===== src/inc/rpc_pkg.sv =====
// Constants and types for the receiver port capability register bank
package rpc_pkg;

    // ==========================================================
    // Bus and bank geometry
    // ==========================================================
    localparam int ADDR_W   = 20;
    localparam int DATA_W   = 8;
    localparam int NUM_DSP  = 16;
    localparam int DSP_IDX_W = 4;

    // ==========================================================
    // Register offsets
    // ==========================================================
    localparam logic [19:0] OFS_RX0_CAP_A   = 20'h00008;
    localparam logic [19:0] OFS_RX0_CAP_B   = 20'h00009;
    localparam logic [19:0] OFS_RX1_CAP_A   = 20'h0000A;
    localparam logic [19:0] OFS_RX1_CAP_B   = 20'h0000B;
    localparam logic [19:0] OFS_GAP_FIRST   = 20'h0000C;
    localparam logic [19:0] OFS_GAP_LAST    = 20'h0007F;
    localparam logic [19:0] OFS_DSP_BASE    = 20'h00080;
    localparam logic [19:0] OFS_DSP_LAST    = 20'h0008F;
    localparam logic [19:0] OFS_RSVD_FIRST  = 20'h00090;
    localparam logic [19:0] OFS_RSVD_LAST   = 20'h000FF;

    // ==========================================================
    // Field positions in the first receive-port byte
    // ==========================================================
    localparam int RXA_OWN_TABLE_BIT = 1;
    localparam int RXA_SECONDARY_BIT = 2;

    // ==========================================================
    // Field positions in a downstream port byte
    // ==========================================================
    localparam int DSP_KIND_LSB   = 0;
    localparam int DSP_KIND_W     = 3;
    localparam int DSP_HOTPLUG_BIT = 3;

    // ==========================================================
    // Buffer size arithmetic
    // ==========================================================
    localparam int BUF_UNIT_BYTES = 32;
    localparam int BUF_BYTES_W    = 14;
    localparam logic [7:0] BYTE_ZERO = 8'h00;

    // ==========================================================
    // Downstream port kinds
    // ==========================================================
    typedef enum logic [2:0] {
        RPC_KIND_NATIVE = 3'h0,
        RPC_KIND_VGA    = 3'h1,
        RPC_KIND_DVI    = 3'h2,
        RPC_KIND_TV     = 3'h3,
        RPC_KIND_OTHER  = 3'h4
    } rpc_kind_type;

    // ==========================================================
    // Carriers
    // ==========================================================
    typedef struct packed {
        logic              rd;
        logic              wr;
        logic [ADDR_W-1:0] addr;
        logic [DATA_W-1:0] wdata;
    } rpc_bus_req_type;

    typedef struct packed {
        logic       cfg_v11;
        logic       sink_or_converter;
        logic       rx0_own_table;
        logic [7:0] rx0_buffer_code;
        logic       rx1_present;
        logic       rx1_own_table;
        logic       rx1_secondary;
        logic [7:0] rx1_buffer_code;
        logic [3:0] downstream_port_total;
    } rpc_cfg_type;

    typedef struct packed {
        logic [2:0] downstream_port_kind;
        logic       native_hotplug;
        logic       own_hotplug_method;
    } rpc_dsp_cfg_type;

endpackage


===== src/verilog/rpc_dsp_byte.sv =====
// One downstream port capability byte built from its configuration
`timescale 1ns/10ps
module rpc_dsp_byte
    import rpc_pkg::*;
#(
    parameter int PORT_IDX = 0
) (
    input  wire rpc_pkg::rpc_dsp_cfg_type dsp_cfg,
    input  wire logic [3:0]               port_total,
    input  wire logic                     cfg_v11,
    output logic [7:0]                    cap_byte
);

    logic [2:0] kind_clean;
    logic       present;

    // ==========================================================
    // Port kind, reserved codes folded to the generic kind
    // ==========================================================
    always_comb begin
        if (dsp_cfg.downstream_port_kind > RPC_KIND_OTHER) begin
            kind_clean = RPC_KIND_OTHER;
        end else begin
            kind_clean = dsp_cfg.downstream_port_kind;
        end
    end

    // Ports past the count and older version show nothing
    assign present = cfg_v11 && (PORT_IDX < int'(port_total));

    // ==========================================================
    // Byte assembly
    // ==========================================================
    always_comb begin
        cap_byte = BYTE_ZERO;
        if (present) begin
            cap_byte[DSP_KIND_LSB +: DSP_KIND_W] = kind_clean;
            // Own polling counts as awareness too
            cap_byte[DSP_HOTPLUG_BIT] = dsp_cfg.native_hotplug
                                        | dsp_cfg.own_hotplug_method;
        end
    end

endmodule


===== src/verilog/rpc_cap_bank.sv =====
// Receiver port capability register bank: read-only capability bytes
//
// Summary of operation
// - Port 0 first byte returns zero in bit 0 and bits 7:3.
// - Bit 1 reads 1 when the receiver port has its own identification table.
// - Sink or format converter always reports its own table present.
// - Bit 2 reads 1 for a secondary stream tied to the preceding port.
// - Receiver port 0 always reports the secondary-stream bit as zero.
// - Receiver port 0 reports bit 3 of its first byte as zero.
// - Second byte is a buffer code; per-lane bytes are (code+1)*32, max 8K.
// - Port 1 bytes share port 0 layout and read zero when port 1 is absent.
// - One downstream capability byte per port, at 80h plus port number.
// - Bits 2:0 give port kind; codes 101 to 111 are reserved.
// - Bit 3 reads 1 when the downstream port is hot-plug aware.
// - Own detection method, such as table polling, also sets bit 3.
// - Bits 7:4 of each downstream byte read zero.
// - Addresses 90h to FFh are reserved and read zero.
// - Under version 1.0 the bytes 80h to 8Fh read zero.
// - A 4-bit count gives the downstream ports; zero when none exist.
//
// Design decision made here: the plain strobed port.
`timescale 1ns/10ps
module rpc_cap_bank
    import rpc_pkg::*;
#(
    parameter int NUM_PORTS = rpc_pkg::NUM_DSP
) (
    input  wire logic                       clk_sys,
    input  wire logic                       rst_b,
    input  wire rpc_pkg::rpc_bus_req_type   bus_req,
    output logic [rpc_pkg::DATA_W-1:0]      rd_data,
    input  wire rpc_pkg::rpc_cfg_type       cfg,
    input  wire rpc_pkg::rpc_dsp_cfg_type   dsp_cfg [NUM_PORTS],
    output logic [rpc_pkg::BUF_BYTES_W-1:0] rx0_lane_buffer_bytes,
    output logic [rpc_pkg::BUF_BYTES_W-1:0] rx1_lane_buffer_bytes
);

    // ==========================================================
    // Address decode and lane buffer size helpers
    // ==========================================================
    function automatic logic in_range(
        input logic [ADDR_W-1:0] a,
        input logic [ADDR_W-1:0] lo,
        input logic [ADDR_W-1:0] hi
    );
        in_range = (a >= lo) && (a <= hi);
    endfunction

    function automatic logic [BUF_BYTES_W-1:0] lane_bytes(
        input logic [7:0] code
    );
        logic [BUF_BYTES_W-1:0] units;
        units = BUF_BYTES_W'(code) + BUF_BYTES_W'(1);
        // Code 255 lands exactly on the 8K ceiling
        lane_bytes = BUF_BYTES_W'(units * BUF_BYTES_W'(BUF_UNIT_BYTES));
    endfunction

    // ==========================================================
    // Storage
    // ==========================================================
    logic [7:0]             rx0_cap_a_r;
    logic [7:0]             rx0_cap_b_r;
    logic [7:0]             rx1_cap_a_r;
    logic [7:0]             rx1_cap_b_r;
    logic [7:0]             dsp_cap_r [NUM_PORTS];
    logic [7:0]             dsp_cap_nxt [NUM_PORTS];
    logic [7:0]             rx0_cap_a_nxt;
    logic [7:0]             rx1_cap_a_nxt;
    logic [DATA_W-1:0]      rd_data_r;
    logic [DATA_W-1:0]      rd_data_nxt;
    logic [BUF_BYTES_W-1:0] rx0_bytes_r;
    logic [BUF_BYTES_W-1:0] rx1_bytes_r;
    logic [DSP_IDX_W-1:0]   dsp_idx;

    assign rd_data               = rd_data_r;
    assign rx0_lane_buffer_bytes = rx0_bytes_r;
    assign rx1_lane_buffer_bytes = rx1_bytes_r;

    // ==========================================================
    // Receiver port 0 first byte
    // ==========================================================
    always_comb begin
        rx0_cap_a_nxt = BYTE_ZERO;
        rx0_cap_a_nxt[RXA_OWN_TABLE_BIT] = cfg.rx0_own_table
                                           | cfg.sink_or_converter;
        // Port 0 never carries a secondary stream
        rx0_cap_a_nxt[RXA_SECONDARY_BIT] = 1'b0;
    end

    // ==========================================================
    // Receiver port 1 first byte
    // ==========================================================
    always_comb begin
        rx1_cap_a_nxt = BYTE_ZERO;
        if (cfg.rx1_present) begin
            rx1_cap_a_nxt[RXA_OWN_TABLE_BIT] = cfg.rx1_own_table
                                               | cfg.sink_or_converter;
            rx1_cap_a_nxt[RXA_SECONDARY_BIT] = cfg.rx1_secondary;
        end
    end

    // ==========================================================
    // Receiver capability bytes, sampled every cycle
    // ==========================================================
    always_ff @(posedge clk_sys) begin
        if (!rst_b) begin
            rx0_cap_a_r <= 8'h00;
            rx0_cap_b_r <= 8'h00;
            rx1_cap_a_r <= 8'h00;
            rx1_cap_b_r <= 8'h00;
        end else begin
            rx0_cap_a_r <= rx0_cap_a_nxt;
            rx0_cap_b_r <= cfg.rx0_buffer_code;
            rx1_cap_a_r <= rx1_cap_a_nxt;
            rx1_cap_b_r <= cfg.rx1_present ? cfg.rx1_buffer_code
                                           : BYTE_ZERO;
        end
    end

    // ==========================================================
    // Per-lane buffer sizes for the receive datapath
    // ==========================================================
    always_ff @(posedge clk_sys) begin
        if (!rst_b) begin
            rx0_bytes_r <= 14'h0000;
            rx1_bytes_r <= 14'h0000;
        end else begin
            rx0_bytes_r <= lane_bytes(cfg.rx0_buffer_code);
            rx1_bytes_r <= cfg.rx1_present ? lane_bytes(cfg.rx1_buffer_code)
                                           : 14'h0000;
        end
    end

    // ==========================================================
    // Downstream port bytes
    // ==========================================================
    genvar gi;
    generate
        for (gi = 0; gi < NUM_PORTS; gi++) begin : g_dsp
            rpc_dsp_byte #(
                .PORT_IDX   (gi)
            ) u_byte (
                .dsp_cfg    (dsp_cfg[gi]),
                .port_total (cfg.downstream_port_total),
                .cfg_v11    (cfg.cfg_v11),
                .cap_byte   (dsp_cap_nxt[gi])
            );

            always_ff @(posedge clk_sys) begin
                if (!rst_b) begin
                    dsp_cap_r[gi] <= 8'h00;
                end else begin
                    dsp_cap_r[gi] <= dsp_cap_nxt[gi];
                end
            end
        end
    endgenerate

    // ==========================================================
    // Read decode
    // ==========================================================
    assign dsp_idx = bus_req.addr[DSP_IDX_W-1:0];

    always_comb begin
        rd_data_nxt = BYTE_ZERO;
        case (1'b1)
            (bus_req.addr == OFS_RX0_CAP_A): begin
                rd_data_nxt = rx0_cap_a_r;
            end
            (bus_req.addr == OFS_RX0_CAP_B): begin
                rd_data_nxt = rx0_cap_b_r;
            end
            (bus_req.addr == OFS_RX1_CAP_A): begin
                rd_data_nxt = rx1_cap_a_r;
            end
            (bus_req.addr == OFS_RX1_CAP_B): begin
                rd_data_nxt = rx1_cap_b_r;
            end
            in_range(bus_req.addr, OFS_GAP_FIRST, OFS_GAP_LAST): begin
                rd_data_nxt = BYTE_ZERO;
            end
            in_range(bus_req.addr, OFS_DSP_BASE, OFS_DSP_LAST): begin
                // Slots beyond the built ports read zero
                if (int'(dsp_idx) < NUM_PORTS) begin
                    rd_data_nxt = dsp_cap_r[dsp_idx];
                end
            end
            in_range(bus_req.addr, OFS_RSVD_FIRST, OFS_RSVD_LAST): begin
                rd_data_nxt = BYTE_ZERO;
            end
            default: begin
                rd_data_nxt = BYTE_ZERO;
            end
        endcase
    end

    // ==========================================================
    // Read data: valid only in the cycle after the strobe
    // ==========================================================
    always_ff @(posedge clk_sys) begin
        if (!rst_b) begin
            rd_data_r <= 8'h00;
        end else if (bus_req.rd) begin
            rd_data_r <= rd_data_nxt;
        end else begin
            rd_data_r <= 8'h00;
        end
    end

    // Write strobe and data are deliberately unused:
    // capability bytes only follow configuration

endmodule


===== config.mk =====
export PLATFORM = sky130hd
export DESIGN_NAME = rpc_cap_bank
export DESIGN_NICKNAME = d
export VERILOG_FILES = /design/src/inc/rpc_pkg.sv /design/src/verilog/rpc_dsp_byte.sv /design/src/verilog/rpc_cap_bank.sv
export SDC_FILE = /design/constraint.sdc
export NUM_CORES = 1
export LEC_CHECK = 0
export ABC_AREA = 0
export BUFFER_PORTS_ARGS = -buffer_cell sky130_fd_sc_hd__buf_2
export CORE_ASPECT_RATIO = 0.8
export CORE_MARGIN = 2
export CORE_UTILIZATION = 47
export DETAILED_ROUTE_END_ITERATION = 10
export PLACE_DENSITY = 0.79
export SETUP_SLACK_MARGIN = 0.5
export SLEW_MARGIN = 10
export SYNTH_ARGS = -nofsm -noshare
export SYNTH_HDL_FRONTEND = slang
export SYNTH_SLANG_ARGS = --single-unit

===== constraint.sdc =====
create_clock -name clk_sys -period 2.75 [get_ports clk_sys]
set_clock_uncertainty 0.2 [all_clocks]
set_input_delay 0.55 -clock clk_sys [delete_from_list [all_inputs] [get_ports clk_sys]]
set_output_delay 0.55 -clock clk_sys [all_outputs]
set_load 0.02 [all_outputs]

**Word-level counts from Yosys, hierarchy flattened**

Memories as Yosys holds them, arrays and structs flattened.
Index checks and enable logic that the tools add are counted.

- Register bits: 68
- Bits in writable memories: 64
- Input bits: 138
- Output and inout bits: 36
- Logic and storage cells: 158
- Memories kept: 1

Memory list:

| name | words | bits a word | read ports | clocked after Yosys merged registers in | wr ports | RTL line | text |
|---|---|---|---|---|---|---|---|
| dsp_cap_r | 16 | 4 | 1 | 0 | 16 | rpc_cap_bank.sv:65 | `logic [7:0] dsp_cap_r [NUM_PORTS];` |

- Add/sub/neg operators: 2
- $lt $le $gt $ge: 34
- Equality and inequality tests: 4
- Multiplexer cells: 54
- Bitwise operators: 33
- Reductions and logical operators: 19

Operators by type and width:

| cell | number |
|---|---|
| 4-bit two-way mux | 31 |
| 20-bit by 4-bit == test with 1-bit output, second input constant | 4 |
| 8-bit two-way mux | 6 |
| 3-bit > comparator, second input constant | 15 |
| 3-bit two-way mux | 15 |
| 1-bit OR | 33 |
| 4-bit < comparator, first input constant | 7 |
| 20-bit by 4-bit >= comparator with 1-bit output, second input constant | 1 |
| 20-bit by 8-bit >= comparator with 1-bit output, second input constant | 1 |
| 20-bit by 7-bit <= comparator with 1-bit output, second input constant | 1 |
| 20-bit by 8-bit <= comparator with 1-bit output, second input constant | 1 |
| 8-bit by 1-bit adder with 9-bit output, second input constant | 2 |
| 1-bit logical AND | 17 |
| 3-bit by 4-bit < comparator with 1-bit output, first input constant | 4 |
| 1-bit by 4-bit < comparator with 1-bit output, first input constant | 2 |
| 2-bit by 4-bit < comparator with 1-bit output, first input constant | 2 |
| 2-bit AND reduction | 2 |
| 1-bit two-way mux | 2 |

**Depth between registers and ports, before layout**

Gate-level depths: netlist of the first run.

- Depth after elaboration: 8
- Mapped depth: 7
- Gate-level depth less buffers: 5

**Modules after synthesis**

From an unflattened synthesis of the first run, not the netlist that was laid out.

- Cells, all modules: 711
- Area total of the unflattened synthesis: 7,370.8 µm²

By module, submodules not included:

| module | instances | cells each | area each (µm²) | sequential area each (µm²) |
|---|---|---|---|---|
| rpc_cap_bank | 1 | 517 | 6,103.4 | 3,463.3 |
| rpc_dsp_byte (g_dsp[0].u_byte ...) | 2 | 12 | 80.1 | 0.0 |
| rpc_dsp_byte (g_dsp[4].u_byte) | 1 | 15 | 90.1 | 0.0 |
| rpc_dsp_byte (g_dsp[8].u_byte) | 1 | 12 | 90.1 | 0.0 |
| rpc_dsp_byte (g_dsp[9].u_byte) | 1 | 12 | 86.3 | 0.0 |
| rpc_dsp_byte (g_dsp[11].u_byte) | 1 | 12 | 83.8 | 0.0 |
| rpc_dsp_byte (g_dsp[14].u_byte) | 1 | 13 | 82.6 | 0.0 |
| rpc_dsp_byte (g_dsp[1].u_byte) | 1 | 11 | 80.1 | 0.0 |
| rpc_dsp_byte (g_dsp[2].u_byte) | 1 | 14 | 80.1 | 0.0 |
| rpc_dsp_byte (g_dsp[12].u_byte) | 1 | 12 | 78.8 | 0.0 |
| rpc_dsp_byte (g_dsp[13].u_byte) | 1 | 12 | 76.3 | 0.0 |
| rpc_dsp_byte (g_dsp[5].u_byte) | 1 | 14 | 76.3 | 0.0 |
| rpc_dsp_byte (g_dsp[6].u_byte) | 1 | 13 | 75.1 | 0.0 |
| rpc_dsp_byte (g_dsp[3].u_byte) | 1 | 12 | 72.6 | 0.0 |
| 2 more rows | n/a | n/a | n/a | n/a |

**Least setup slack after synthesis of the first run**

OpenSTA, ideal clock, no wires.

- Kind: input port to flip-flop
- From: in bus_req[8] in the netlist's numbering
- To: reg rd_data_r[1] (netlist: rd_data[1])
- Library setup time: 0.116 ns
- Arrival: 1.850 ns
- Required time: 2.434 ns
- Slack: 0.584 ns
- Stages: 4
- Path buffers: 1
- Cell sequence: buf_6 mux4_2 mux4_2 a41o_1

- Longest elaborated chain between the ends: 8
- Elaborated cells on any way between the ends: 17
- Classes of those cells: order compare (4); eq/ne (4); mux (6); reduce/logical (2); memory (1)

RTL lines:

| element | RTL line | text |
|---|---|---|
| from (decl) | rpc_cap_bank.sv:30 | `input wire rpc_pkg::rpc_bus_req_type bus_req,` |
| 20-bit by 8-bit >= comparator with 1-bit output or 20-bit by 8-bit <= comparator with 1-bit output (tied branches) | rpc_cap_bank.sv:46 | `in_range = (a >= lo) && (a <= hi);` |
| 1-bit logical AND | rpc_cap_bank.sv:46 |  |
| 8-bit two-way mux (5 in a row) | rpc_cap_bank.sv:166 | `case (1'b1)` |
| 8-bit two-way mux (*) | rpc_cap_bank.sv:166 |  |
| to (signal assigned) | rpc_cap_bank.sv:204 | `rd_data_r <= rd_data_nxt;` |
| to (decl) | rpc_cap_bank.sv:69 | `logic [DATA_W-1:0] rd_data_r;` |

Mark *: on every way between the ends. The rest lies on a longest branch, timed or not.
A chain may end at the register's enable or synchronous reset.

**Final worst setup path of the first run**

Same ends and word-level chain as after synthesis.

==> metrics, run 1 <==
CTS buffer count=9; GRT busiest layer=met2; total grt overflow=0; worst-case clock buffer depth=2; die height=86.7 um; fillcell total=713; CP Cell Sequence=clkbuf_4 > buf_4 > mux2i_1 > o21ai_0 > mux4_2 > a41o_1; Hold Crit Class=in2reg; Most used DFF post-synth=dfxtp_1; worst rel slew slack=0.658; DRC violations left=0; synth warn=0; maximum clock frequency=0.478 GHz; max-slew violations=0; Async SR Flop Fraction=0; met3 Track Usage GR=0.0421; Multi-input gate area=0.00176 mm2; Power Dens Cells=553 mW/mm2; library cells used by synthesis=40; first-pass GRT wire length=14400 um; vias in the first global route=3098; root buf cell=clkbuf_8; Total GRT Usage=0.199; Final Util=0.595; Setup CP Type=in2reg; fin cells=658; sw frac=0.258; nature of the critical path endpoint=flop; Final Cycle Share=0.761; Fin. Hold Viols=0; syn avg cell area=10.2 um2; # port buffers=149; CP max-delay cell=mux4_2; post-DR wirelength/cell=14.2 um; Initial DRT Pass Iterations=4; placed insts=642; share of layout cells above drive strength 1=0.335; final WL=9350 um; DR vias/cell=4.90; final setup vio count=0; clock-pin transition on the worst setup and hold timing paths=0.10 ns; H-tree levels=3; Tmin final=2.09 ns; switching pwr=714 uW; via count=3227; Skew-Pair Late Insertion Delay=0.36 ns; clk sinks=105; power share of the combinational group=0.115; Crit Path Max Fanout=15; hold path start=dsp_cfg[39]; Peak VDD IR=0.265 mV; worst slew pin tran=0.508 ns; slowest stage delay, CP=0.47 ns; Cell Int Power=2.06 mW; pin count of the biggest net entering global routing=26; global routing usage on met2=0.309; die area=0.00931 mm2; DRT antenna net count=0; met1 usage=0.284; CTS tree=done; Initial Util=0.478; Ports=174; Rows=30; Area Overhead vs Synth=24.5%; Syn Inst Count=393; share of power burned in registers=0.570; number of flops mapped to enable cells by yosys=0; antenna diode count=0; status=complete, no violations; clock power share=0.315; postcts setup bufs=0; max-cap viol count=0; initial antenna violation count=0; core box area=0.00841 mm2; RSZ-0062 raised after global routing=false; Die W=107 um; WP data arrival=2.14 ns; Required @ worst endpoint=2.80 ns; detailed placement HPWL=7450 um; Seq/Total Area, Yosys=0.523; Synth Register Bits=105; GPL Wtd Cong=0.855; critical path startpoint=bus_req[8]; Synth Cell Area=0.00402 mm2; worst r2r src=dsp_cap_r[3][1]; setup TNS=0 ns; FF/Latch Area=0.00210 mm2; LEAKAGE=2.37 nW; Nets=681; Startpoint Class=input pin; DR iter-0 viols=124
-- Yosys cell counts (2+ instances only) --
master    number  share of area
and2_1        42          0.065
clkbuf_1      10         0.0093
a21oi_1       10          0.012
or3_1          3         0.0047
mux2i_1       16          0.040
o221ai_1       3         0.0065
a22o_1         2         0.0044
nor2b_1        6         0.0093
o31ai_1        2         0.0037
o21a_1         7          0.013
nor2_1        51          0.048
mux4_2        11          0.062
inv_1         12          0.011
o21ai_0       10          0.012
nand4_1        3         0.0047
nor4_1         3         0.0047
buf_2          2         0.0025
ha_1           2         0.0062
nand2b_1       2         0.0031
xor2_1         5          0.011
a22oi_1        3         0.0056
dfxtp_1      105           0.52
nor3_1         5         0.0062
and3_1        19          0.030
mux2_2         2         0.0056
buf_4         11          0.021
nor3b_1       12          0.022
nand2_1       10         0.0093
xnor2_1        4         0.0087
nand3_1       10          0.012
-- critical path, delay by kind of cell --
kind,cells,cell delay [ns]
compound gates,2,0.33
buf+inv,2,0.55
mux,2,0.69
-- cell families (layout without fill, tap and decap cells) --
kind of cell,Yosys count,after routing,synth area share
adder cells (fa/ha/maj),2,2,0.00623
multiplexers,29,29,0.107
buffers and inverters,37,181,0.0473
AND/OR/NAND/NOR,168,168,0.228
AO/OA/AOI/OAI,42,42,0.0682
XOR/XNOR,9,9,0.0196
flip-flops,105,105,0.523
other,1,10,0.000933
-- final timing paths --
path                           to  slack [ns]  depth (start not counted)
hold / removal    dsp_cap_r[8][1]        0.17                          2
hold reg to reg        rd_data[7]        0.28                          2
setup / recovery       rd_data[1]        0.66                          6
setup reg to reg       rd_data[1]        0.93                          3
-- layer usage --
layer  wire length [um]  share of wire
met1               4490           0.48
met5                  0              0
met2               4030           0.43
met3                701          0.075
met4                130          0.014
-- layout make-up --
cell class | count | area share
clock buffer | 9 | 0.0248
clock inverter | 7 | 0.0110
inverter | 12 | 0.00900
multi-input combinational | 260 | 0.352
sequential | 105 | 0.420
tap | 112 | 0.0280
timing repair buffer | 153 | 0.155
-- sequential cells by signal, summed over array words and instances, names as in the netlist --
signal,flops
rx1_cap_a_r,2
rx1_cap_b_r,8
dsp_cap_r,60
rx0_cap_a_r,1
rx0_lane_buffer_bytes,9
rd_data,8
rx1_lane_buffer_bytes,9
rx0_cap_b_r,8
-- power by group through the flow --
stage	Combinational, mW	Clock, mW	Sequential, mW
after detailed placement	0.316	0	1.62
final	0.318	0.871	1.58
after CTS	0.318	0.888	1.58
after global routing	0.350	0.950	1.58
after floorplan	0.162	0	1.63
after global placement	0.309	0	1.61
-- layout by cell type, fill, tap and decap left out, types with 6 or more instances in the layout --
master      n
a21oi_1    10
and2_1     42
and3_1     19
buf_2     148
clkbuf_8    9
conb_1     10
dfxtp_1   105
inv_1      12
mux2i_1    16
mux4_2     11
nand2_1    10
nand3_1    10
nor2_1     51
nor2b_1     6
nor3b_1    12
o21a_1      7
o21ai_0    10
-- per-stage QoR --
stage,setup WS [ns],hold slack (ns),cell area (um2),total power [mW]
3_3_place_gp,0.197,0.250,4820,1.92
5_1_grt,0.567,0.164,5000,2.88
2_1_floorplan,0.584,0.237,4050,1.79
4_1_cts,0.565,0.161,5000,2.79
3_5_place_dp,0.190,0.266,4820,1.93
6_report,0.658,0.174,5000,2.77
-- what timing repair did --
| action | CTS | global route |
|---|---|---|
| hold buffers | 0 | 0 |
| gates resized for setup | 0 | 1 |
| endpoints found under the setup margin | 0 | 1 |
No activity file was read; power rests on OpenSTA's default activity.
==> run 2: changes to the inputs <==
==> constraint.sdc (replaced) <==
create_clock -name clk_sys -period 2.15 [get_ports clk_sys]
set_clock_uncertainty 0.2 [all_clocks]
set_input_delay 0.43 -clock clk_sys [delete_from_list [all_inputs] [get_ports clk_sys]]
set_output_delay 0.43 -clock clk_sys [all_outputs]
set_load 0.02 [all_outputs]
==> run 2 against run 1 <==
- global-route usage rose by 1.1 points
- total power rose by 32%
- core utilization rose by 2.0 points
- hold slack got worse by 0.13 ns
- critical endpoint unchanged
- largest power group unchanged
- register-to-register slack got worse by 0.63 ns
==> metrics, run 2 (synthesis results as in run 1) <==
Die W=107 um (unchanged); Largest Register=dsp_cap_r; final WL=10000 um (+7.4%); WP data arrival=1.91 ns (-0.23 ns); total grt overflow=0 (unchanged); clk sinks=105 (unchanged); r2r endpoint=rd_data[1]; LEAKAGE=2.43 nW (+2.8%); Peak VDD IR=0.313 mV (+18%); postcts setup bufs=0 (unchanged); die area=0.00931 mm2 (unchanged); Placed Area=0.00493 mm2 (+2.3%); Skew-Pair Late Insertion Delay=0.37 ns (about the same); pin count of the biggest net entering global routing=31 (+19%); final setup vio count=0 (unchanged); CTS tree=done; Nets=691 (+1.5%); core box area=0.00841 mm2 (unchanged); # port buffers=149 (unchanged); Crit Path Max Fanout=1 (-14); H-tree levels=3 (unchanged); detailed placement HPWL=7920 um (+6.3%); Design Area, Final=0.00517 mm2 (+3.4%); DR iter-0 viols=160 (+29%); clock-pin transition on the worst setup and hold timing paths=0.10 ns (about the same); overall power=3.67 mW (+32%); Final Cycle Share=0.859; DR vias/cell=5.04 (+2.7%); Tmin final=1.85 ns; RSZ-0062 raised after global routing=true; fin cells=668 (+1.5%); Initial DRT Pass Iterations=4 (unchanged); Hold Crit Class=in2reg; placed insts=652 (+1.6%); CTS buffer count=9 (unchanged); worst-case clock buffer depth=2 (unchanged); die height=86.7 um (unchanged); post-DR wirelength/cell=15.0 um (+5.8%); GPL Wtd Cong=0.884 (+3.4%); via count=3365 (+4.3%); DRT antenna net count=0 (unchanged); Rows=30 (unchanged); hold-critical path depth=2 (unchanged); root buf cell=clkbuf_8; Setup CP Type=reg2reg; maximum clock frequency=0.542 GHz; commonest non-fill, non-tap cell in the layout=buf_2; worst rel slew slack=0.617 (-0.0412); Post-CTS Hold Fix Bufs=0 (unchanged); Area Overhead vs Synth=28.7%; max-cap viol count=0 (unchanged); Required @ worst endpoint=2.21 ns (-0.59 ns); Ports=174 (unchanged); DRC violations left=0 (unchanged); Hold Path Sink=dsp_cap_r[8][0]; vias in the first global route=3225 (+4.1%); Largest register FFs=60 (unchanged); status=complete, no violations; Initial Util=0.478 (unchanged); Power Dens Cells=709 mW/mm2 (+28%); worst slew pin tran=0.569 ns (+0.0613 ns); Total GRT Usage=0.211 (+0.0112); hold path start=dsp_cfg[39]; nature of the critical path endpoint=flop; most frequent cells in the layout=buf_2 (146), dfxtp_1 (105), nor2_1 (51), and2_1 (42), and3_1 (19); worst r2r src=dsp_cap_r[7][1]; max-slew violations=0 (unchanged); R2R setup slack=0.30 ns (-0.63 ns); antenna diode count=0 (unchanged); Startpoint Class=flop; Fin. Hold Viols=0 (unchanged); share of layout cells above drive strength 1=0.356 (+0.0210); first-pass GRT wire length=15000 um (+4.6%); initial antenna violation count=0 (unchanged); R2R depth=3 (unchanged)
[run 2: cell types whose count changed in the layout (fill, tap and decap cells not counted), sizes merged]
cell    before  now
clkbuf      10   11
buf        152  163
clkinv       4    2
inv         14   13
bufinv       0    1
[run 2: through the flow]
| step | worst slack [ns] | util | hold WS [ns] | TNS, ns |
|---|---|---|---|---|
| floorplan | 0.154 | - | 0.252 | 0 |
| global placement | -0.127 | 0.587 | 0.284 | -0.205 |
| detailed placement | -0.167 | 0.587 | 0.280 | -0.330 |
| CTS | 0.301 | 0.611 | 0.0296 | 0 |
| global route | 0.289 | 0.615 | 0.0398 | 0 |
| finish | 0.303 | 0.615 | 0.0397 | 0 |
[run 2: worst max-delay path by stage]
stage / from / to / cells past startpoint / slack [ns]
after global routing: dsp_cap_r[7][1] / rd_data[1] / 3 / 0.29
final: dsp_cap_r[7][1] / rd_data[1] / 3 / 0.30
after CTS: dsp_cap_r[7][1] / rd_data[1] / 3 / 0.30
after floorplan: bus_req[8] / rd_data[1] / 4 / 0.15
after global placement: bus_req[8] / rd_data[1] / 4 / -0.13
after detailed placement: bus_req[8] / rd_data[1] / 4 / -0.17
[run 2: cell type report]
cell class	instances	area, um2
Fill cell	703	3230
Multi-Input combinational cell	260	1810
Inverter	12	45.0
Timing Repair Buffer	163	877
Tap cell	112	140
Clock inverter	5	63.8
Sequential cell	105	2100
Clock buffer	11	131
[run 2: report_power, final]
group          switching [mW]  total, mW  internal (mW)
combinational           0.229      0.436          0.207
sequential             0.0197       2.02           2.00
clock                   0.660       1.21          0.548
total                   0.908       3.67           2.76
[run 2: timing repair]
action	in CTS	in global routing
endpoints found under the setup margin	8	8
resized for setup	2	8
gates cloned	0	0
pin swaps	5	10
[run 2: per-layer routing]
layer | up-vias | share of wire | GRT usage
li1 | 1635 | - | -
met1 | 1575 | 0.45 | 0.287
met2 | 143 | 0.46 | 0.334
met3 | 12 | 0.078 | 0.0541
met4 | 0 | 0.012 | 0.0618
met5 | - | 0 | 0
[run 2: critical path, stage by stage (launching register included)]
cell     delay [ns]
dfxtp_1        0.33
mux4_2         0.50
mux4_2         0.49
a41o_1         0.23
